File: src/rtl/stcr_pkg.sv
// package for the system time clock recovery block
// assumes a single core clock domain at 250 MHz driving the whole block
package stcr_pkg;
  localparam int unsigned STCR_BASE_W = 33; // 90 kHz base counter width
  localparam int unsigned STCR_EXT_W = 9; // extension field width
  localparam logic [8:0] STCR_EXT_MOD = 9'h12c; // extension modulus, 300
  localparam logic [8:0] STCR_EXT_LAST = 9'h12b; // last extension value, 299
  localparam int unsigned STCR_ERR_W = 48; // linear error width in 27 MHz units
  localparam int unsigned STCR_CTL_W = 32; // oscillator control word width
  // 27 MHz nco increment at 250 MHz core: 27/250 * 2^32
  localparam logic [31:0] STCR_NOM_INC = 32'h1ba5e354;
  localparam int unsigned STCR_KP_SH = 8; // proportional gain shift
  localparam int unsigned STCR_KI_SH = 16; // integral gain shift
  localparam logic [31:0] STCR_SLEW_MAX = 32'h00001000; // max control step per sample
  localparam logic [31:0] STCR_CTL_SPAN = 32'h00800000; // offset span from nominal; unused, the control word is not clamped to it
  localparam int unsigned STCR_CORE_MHZ = 250;
  localparam int unsigned STCR_TS_GAP_MS = 100;
  localparam int unsigned STCR_PS_GAP_MS = 700;
  typedef enum logic [1:0] {STCR_ACQ, STCR_TRACK, STCR_FREE} stcr_state_t;
endpackage : stcr_pkg

File: src/rtl/stcr_top.sv
// system time clock recovery: loads, compares and tracks clock samples
// assumes sample strobe comes from the demultiplexer on the same clock,
// pulsed on the cycle the last base byte of the sample is taken
`timescale 1ns/1ns
module stcr_top
  import stcr_pkg::*;
(
  input wire logic i_core_clk,
  input wire logic i_reset_n,
  input wire logic i_sample_valid,
  input wire logic [32:0] i_sample_base,
  input wire logic [8:0] i_sample_ext,
  input wire logic i_sample_is_selected,
  input wire logic i_discontinuity,
  input wire logic i_local_storage_source,
  output logic [32:0] o_presentation_base,
  output logic [32:0] o_local_time_counter_base,
  output logic [8:0] o_local_time_counter_ext,
  output logic o_clk27_tick,
  output logic o_locked,
  output logic signed [47:0] o_error,
  output logic [31:0] o_ctl_word
);
  stcr_state_t state_q;
  logic [32:0] cnt_base;
  logic [8:0] cnt_ext;
  logic [31:0] phase_q;
  logic [32:0] phase_sum;
  logic [31:0] ctl_q;
  logic signed [47:0] integ_q;
  logic signed [47:0] err_q;
  logic [32:0] base_out_q;
  logic locked_q;
  logic tick;
  logic take;
  logic load;
  logic signed [47:0] err_now;
  logic signed [47:0] filt;
  logic signed [47:0] step;
  logic signed [47:0] ctl_tgt;

  // linear count of a time value in 27 MHz units
  function automatic logic [47:0] stcr_lin(input logic [32:0] b, input logic [8:0] e);
    logic [47:0] r;
    r = 48'(b) * 48'(STCR_EXT_MOD) + 48'(e);
    return r;
  endfunction : stcr_lin

  // only samples of the chosen program count
  assign take = i_sample_valid && i_sample_is_selected;
  assign load = take && (state_q == STCR_ACQ);

  // nco standing in for the controlled oscillator
  assign phase_sum = {1'b0, phase_q} + {1'b0, ctl_q};
  assign tick = phase_sum[32];
  always_ff @(posedge i_core_clk) begin
    if (!i_reset_n) begin
      phase_q <= '0;
    end else begin
      phase_q <= phase_sum[31:0];
    end
  end

  stcr_counter u_counter (
    .i_core_clk(i_core_clk),
    .i_reset_n(i_reset_n),
    .i_tick(tick),
    .i_load(load),
    .i_load_base(i_sample_base),
    .i_load_ext(i_sample_ext),
    .o_base(cnt_base),
    .o_ext(cnt_ext)
  );

  // sample minus counter taken at strobe, wrapped to signed range
  always_comb begin
    logic [47:0] range;
    logic [47:0] diff;
    range = stcr_lin(33'h1ffffffff, STCR_EXT_LAST) + 48'h1;
    diff = stcr_lin(i_sample_base, i_sample_ext) - stcr_lin(cnt_base, cnt_ext);
    if (diff[47]) begin
      diff = diff + range;
    end
    if (diff >= (range >> 1)) begin
      diff = diff - range;
    end
    err_now = signed'(diff);
  end

  // acquisition state: acquire, track or free-run
  always_ff @(posedge i_core_clk) begin
    if (!i_reset_n) begin
      state_q <= STCR_ACQ;
    end else begin
      case (state_q)
        STCR_ACQ: begin
          if (i_local_storage_source) begin
            state_q <= STCR_FREE;
          end else if (load && !i_discontinuity) begin
            state_q <= STCR_TRACK;
          end
        end
        STCR_TRACK: begin
          if (i_local_storage_source) begin
            state_q <= STCR_FREE;
          end else if (i_discontinuity) begin
            state_q <= STCR_ACQ;
          end
        end
        STCR_FREE: begin
          if (!i_local_storage_source) begin
            state_q <= STCR_ACQ;
          end
        end
        default: state_q <= STCR_ACQ;
      endcase
    end
  end

  // proportional plus integral filter with slew limit
  assign filt = (err_now >>> STCR_KP_SH) + ((integ_q + err_now) >>> STCR_KI_SH);
  always_comb begin
    ctl_tgt = signed'(48'(STCR_NOM_INC)) + filt;
    step = ctl_tgt - signed'(48'(ctl_q));
    if (step > signed'(48'(STCR_SLEW_MAX))) begin
      step = signed'(48'(STCR_SLEW_MAX));
    end else if (step < -signed'(48'(STCR_SLEW_MAX))) begin
      step = -signed'(48'(STCR_SLEW_MAX));
    end
  end

  // control word, integrator and error update per tracked sample
  always_ff @(posedge i_core_clk) begin
    if (!i_reset_n) begin
      ctl_q <= STCR_NOM_INC;
      integ_q <= '0;
      err_q <= '0;
    end else if (state_q == STCR_FREE || load) begin
      ctl_q <= STCR_NOM_INC;
      integ_q <= '0;
      err_q <= '0;
    end else if (take && state_q == STCR_TRACK && !i_discontinuity) begin
      ctl_q <= 32'(signed'(48'(ctl_q)) + step);
      integ_q <= integ_q + err_now;
      err_q <= err_now;
    end
  end

  // lock flag while the latest tracked sample error is within +/-300
  always_ff @(posedge i_core_clk) begin
    if (!i_reset_n) begin
      locked_q <= 1'b0;
    end else if (state_q != STCR_TRACK) begin
      locked_q <= 1'b0;
    end else if (take) begin
      locked_q <= (err_now < 48'sd300) && (err_now > -48'sd300);
    end
  end

  // registered base for stamp compare
  always_ff @(posedge i_core_clk) begin
    if (!i_reset_n) begin
      base_out_q <= '0;
    end else begin
      base_out_q <= cnt_base;
    end
  end

  assign o_presentation_base = base_out_q;
  assign o_local_time_counter_base = cnt_base;
  assign o_local_time_counter_ext = cnt_ext;
  assign o_clk27_tick = tick;
  assign o_locked = locked_q;
  assign o_error = err_q;
  assign o_ctl_word = ctl_q;

  AST_LOAD_FIRST: assert property (@(posedge i_core_clk) disable iff (!i_reset_n)
    (load && !i_discontinuity && !i_local_storage_source) |=> (cnt_base == $past(i_sample_base) && state_q == STCR_TRACK))
    else $error("first sample not loaded");
  AST_REACQ: assert property (@(posedge i_core_clk) disable iff (!i_reset_n)
    (state_q == STCR_TRACK && i_discontinuity && !i_local_storage_source) |=> state_q == STCR_ACQ)
    else $error("no reacquire after discontinuity");
  AST_SEL_ONLY: assert property (@(posedge i_core_clk) disable iff (!i_reset_n)
    (state_q == STCR_TRACK && !i_sample_is_selected) |=> ctl_q == $past(ctl_q))
    else $error("unselected sample moved control");
  AST_UNSEL_ERR: assert property (@(posedge i_core_clk) disable iff (!i_reset_n)
    (state_q == STCR_TRACK && i_sample_valid && !i_sample_is_selected) |=> err_q == $past(err_q))
    else $error("unselected sample moved error");
  AST_SLEW: assert property (@(posedge i_core_clk) disable iff (!i_reset_n)
    (state_q == STCR_TRACK && $past(state_q) == STCR_TRACK) |->
      (ctl_q - $past(ctl_q) <= STCR_SLEW_MAX || $past(ctl_q) - ctl_q <= STCR_SLEW_MAX))
    else $error("control slew too large");
  AST_FREE_NOM: assert property (@(posedge i_core_clk) disable iff (!i_reset_n)
    (state_q == STCR_FREE) |=> ctl_q == STCR_NOM_INC)
    else $error("free run not at nominal");
  AST_ERR_CAPTURE: assert property (@(posedge i_core_clk) disable iff (!i_reset_n)
    (take && state_q == STCR_TRACK && !i_discontinuity && !i_local_storage_source) |=> err_q == $past(err_now))
    else $error("error not captured");
  AST_BASE_OUT: assert property (@(posedge i_core_clk) disable iff (!i_reset_n)
    ##1 o_presentation_base == $past(cnt_base))
    else $error("presentation base stale");
  AST_ERR_WRAP: assert property (@(posedge i_core_clk) disable iff (!i_reset_n)
    (take && i_sample_base == 33'h0 && cnt_base == 33'h1ffffffff && i_sample_ext == cnt_ext) |-> err_now == 48'sd300)
    else $error("wrap gave large error");
endmodule : stcr_top

File: src/rtl/stcr_counter.sv
// local time counter: extension modulo 300 and 33-bit 90 kHz base
// assumes tick is a one-cycle pulse per recovered 27 MHz cycle
`timescale 1ns/1ns
module stcr_counter
  import stcr_pkg::*;
(
  input wire logic i_core_clk,
  input wire logic i_reset_n,
  input wire logic i_tick,
  input wire logic i_load,
  input wire logic [32:0] i_load_base,
  input wire logic [8:0] i_load_ext,
  output logic [32:0] o_base,
  output logic [8:0] o_ext
);
  logic [32:0] base_q;
  logic [8:0] ext_q;

  // load wins over tick; ext wraps into base
  always_ff @(posedge i_core_clk) begin
    if (!i_reset_n) begin
      base_q <= '0;
      ext_q <= '0;
    end else if (i_load) begin
      base_q <= i_load_base;
      ext_q <= i_load_ext;
    end else if (i_tick) begin
      if (ext_q == STCR_EXT_LAST) begin
        ext_q <= '0;
        base_q <= base_q + 33'h1;
      end else begin
        ext_q <= ext_q + 9'h1;
      end
    end
  end

  assign o_base = base_q;
  assign o_ext = ext_q;

  AST_EXT_RANGE: assert property (@(posedge i_core_clk) disable iff (!i_reset_n) ext_q < STCR_EXT_MOD)
    else $error("extension out of range");
  AST_BASE_WRAP: assert property (@(posedge i_core_clk) disable iff (!i_reset_n)
    (i_tick && !i_load && ext_q == STCR_EXT_LAST) |=> (ext_q == 9'h0 && base_q == $past(base_q) + 33'h1))
    else $error("base did not advance on extension wrap");
endmodule : stcr_counter

File: config.mk
export PLATFORM = sky130hd
export DESIGN_NAME = stcr_top
export DESIGN_NICKNAME = d
export VERILOG_FILES = /design/src/rtl/stcr_pkg.sv /design/src/rtl/stcr_top.sv /design/src/rtl/stcr_counter.sv
export SDC_FILE = /design/constraint.sdc
export NUM_CORES = 2
export LEC_CHECK = 0
export ABC_AREA = 0
export BUFFER_PORTS_ARGS = -buffer_cell sky130_fd_sc_hd__clkbuf_2
export CAP_MARGIN = 30
export CORE_ASPECT_RATIO = 0.75
export CORE_MARGIN = 5
export CORE_UTILIZATION = 38
export CTS_BUF_LIST = sky130_fd_sc_hd__clkbuf_16
export DETAILED_ROUTE_END_ITERATION = 12
export GPL_ROUTABILITY_DRIVEN = 0
export PLACE_DENSITY = 0.61
export SYNTH_ARGS = -nofsm -noshare
export SYNTH_HDL_FRONTEND = slang
export SYNTH_SLANG_ARGS = --single-unit
File: constraint.sdc
create_clock -name i_core_clk -period 42.9 [get_ports i_core_clk]
set_input_delay 2.145 -clock i_core_clk [delete_from_list [all_inputs] [get_ports i_core_clk]]
set_output_delay 2.145 -clock i_core_clk [all_outputs]
set_load 0.005 [all_outputs]
==> results.py <==
metrics = {
    "yosys": {
        "synth-edff-count": 0,
        "ys.flop_type": "dfxtp_1",
        "synth_cell_type_count": 105,
        "netlist_area_um2": 30200,
        "ys_top_cells_by_area": "ha_1 22%, dfxtp_1 16%, fa_1 11%",
        "synth_seq_cells": 238,
        "synthArstFlopShare_pct": 0,
        "yosysTopAreaCellShare_pct": 22.2,
        "ys_seq_area_share_pct": 15.8,
        "synthCells": 3751,
        "synth_top_cells_by_count": "537 x ha_1, 519 x inv_1, 324 x a21oi_1, 310 x nand2_1, 272 x nor2_1",
        "syn-mean-instance-area_um2": 8.06,
        "synth_nets": 4500,
        "yosysMostFrequentCell": "ha_1",
        "yosysTopAreaCell": "ha_1",
        "synth_warnings": 0,
    },
    "floorplanning": {
        "start_util_pct": 38.4,
        "rows": 89,
        "fp.dieH_um": 254,
        "die_x_um": 336,
        "io_pins": 205,
        "die_area_um2": 85300,
        "core_um2": 78700,
    },
    "min_path": {
        "min_to": "o_error[20]",
        "hp-start": "o_error[20]",
        "hold_path_class": "flop to flop",
        "whs_path_depth": 2,
    },
    "layout": {
        "area.growth.synth_to_final_pct": 10.9,
        "fin_util_pct": 42.6,
        "num_antenna_cells": 0,
        "fill_cells": 7977,
        "seq_area_um2": 4760,
        "multiInputGateArea_um2": 23200,
        "fin_cells": 4993,
        "drive_gt1_share_pct": 8.77,
        "nets": 4673,
    },
    "place": {
        "post-place-cells": 4936,
        "place_hpwl_um": 70500,
        "numPortBuffers": 204,
    },
    "clock_network": {
        "tritoncts": "yes",
        "post_cts_resized": 0,
        "hold_buffers": 0,
        "clk_pin_slew_worst_paths_ps": 60,
        "clkLatencyLatePin_ps": 620,
        "cts.sinks": 238,
        "cts-root-buf": "clkbuf_16",
        "cts_buffers": 31,
        "cts_setup_buffers": 0,
        "clock_path_buffers": 3,
        "cts-htree-levels": 1,
    },
    "route": {
        "drtAntennaViolNets": 0,
        "wirelength_um": 87500,
        "dr.pass1.iters": 5,
        "wl_per_cell_um": 17.5,
        "via_per_inst": 5.36,
        "vias": 26700,
        "drc": 0,
        "drt_iter0_drc": 2044,
    },
    "timing": {
        "hold_viol": 0,
        "skew_ps": 13.2,
        "fin_crit_sh_pct": 50.0,
        "relSlewSlack_pct": 32.5,
        "setup_violations": 0,
        "rsz0062_at_grt": "false",
        "period_needed_ps": 21450,
        "worst_slew_pin_slew_ps": 1000,
        "drv_slew": 0,
        "setup_tns_ps": 0,
        "max_freq_ghz": 0.0466,
        "whs_ps": 454,
    },
    "critical_path": {
        "cp.required_ps": 43440,
        "cp-end-kind": "flop",
        "critPathKind": "input pin to flop",
        "crit_top_cell": "a21oi_1",
        "critPathMaxFanout": 18,
        "rr_endpoint": "o_ctl_word[30]",
        "slowest_delay_ps": 640,
        "r2r_setup_slack_ps": 22050,
        "crit_path_start_kind": "input pin",
        "crit_family": "compound AO/OA/AOI/OAI gates",
        "reg2reg_from": "u_counter.o_base[5]",
        "reg2reg_depth": 82,
        "cp_slowest_cell": "a2111oi_0",
        "critPathBufInv": 7,
        "arrival_ps": 21990,
    },
    "global_routing": {
        "track_usage_pct": 19.9,
        "grt_max_degree": 91,
        "grt_overflow": 0,
        "grt_pass1_vias": 24300,
        "antenna_found_initial": 3,
        "grt_pass1_wl_um": 138000,
    },
    "flow_run": {
        "cap_violations": 0,
    },
    "status": {
        "status": "completed",
    },
}
## worst max-delay path by stage
stage | startpoint | end | slack [ps] | cells after the start
finish | i_sample_base[7] | o_ctl_word[30] | 21450 | 84
global route | i_sample_base[5] | o_ctl_word[30] | 19950 | 87
CTS | i_sample_base[7] | o_ctl_word[30] | 21700 | 84
detailed placement | i_sample_base[7] | o_ctl_word[30] | 21150 | 84
global placement | i_sample_base[7] | o_ctl_word[30] | 21140 | 80
floorplan | i_sample_base[7] | o_ctl_word[30] | 23600 | 83
## worst reg2reg max path, delay by kind of cell, from the launching register on
family          cells  cell delay [ps]
compound gates     43            11280
xor+xnor            4              940
flops               1              620
fa+ha+maj          14             4790
simple gates       14             2340
buf+inv             7              840
## registers in the layout, indices dropped and copies added, names as in the netlist
name / count
integ_q: 48
o_ctl_word: 32
o_error: 48
o_locked: 1
o_presentation_base: 33
phase_q: 32
state_q: 2
u_counter.o_base: 33
u_counter.o_ext: 9
## stage by stage
step	worst slack (ps)	instance area [µm²]
after global placement	21140	32500
after floorplan	23600	30200
final	21450	33500
after detailed placement	21150	32500
after global routing	19950	33500
after CTS	21700	33500
## routing by layer
layer / part of all wire (%) / vias to the layer above / global-route usage [%]
li1: - / 13300 / -
met1: 50 / 12600 / 31.2
met2: 40 / 706 / 28.3
met3: 7.9 / 72 / 4.43
met4: 1.4 / 0 / 2.79
met5: 0 / - / 0
## cell families (layout without fill, tap and decap cells)
| family | after synthesis | in the layout | share of synthesized area, % |
|---|---|---|---|
| and+or+nand+nor | 1034 | 1034 | 16.4 |
| AOI/OAI and AO/OA | 897 | 897 | 19.1 |
| adders and majority gates | 701 | 701 | 33.1 |
| buffers and inverters | 612 | 808 | 7.63 |
| xor gates and xnor gates | 258 | 258 | 7.67 |
| DFF | 238 | 238 | 15.8 |
| muxes | 11 | 11 | 0.368 |
## layout make-up
class	instances	area share (%)
Timing Repair Buffer	231	3.71
Inverter	521	5.84
Tap cell	1046	3.91
Sequential cell	238	14.2
Clock buffer	31	2.31
Clock inverter	25	0.747
Multi-Input combinational cell	2901	69.3
## cell usage in the layout (no fill, tap or decap), types with 17 or more instances in the layout
master and n:
a21oi_1 324, inv_1 522, or3_1 27, dfxtp_1 238, xor2_1 90, and2_1 41, buf_4 26, o21ai_0 145
a21o_1 104, o21a_1 34, fa_1 164, ha_1 537, a21boi_0 17, clkbuf_2 204, clkbuf_16 31, nand2b_1 28
nand2_1 310, o211ai_1 28, nor3_1 60, nand3_1 89, nand4_1 38, a31oi_1 33, nor4_1 25, a211oi_1 55
and3_1 41, nor2b_1 35, o21bai_1 27, nor2_1 272, xnor2_1 163
Power is not shown: default switching activity piles up to over one toggle a cycle in this logic, so the estimate is an artifact.
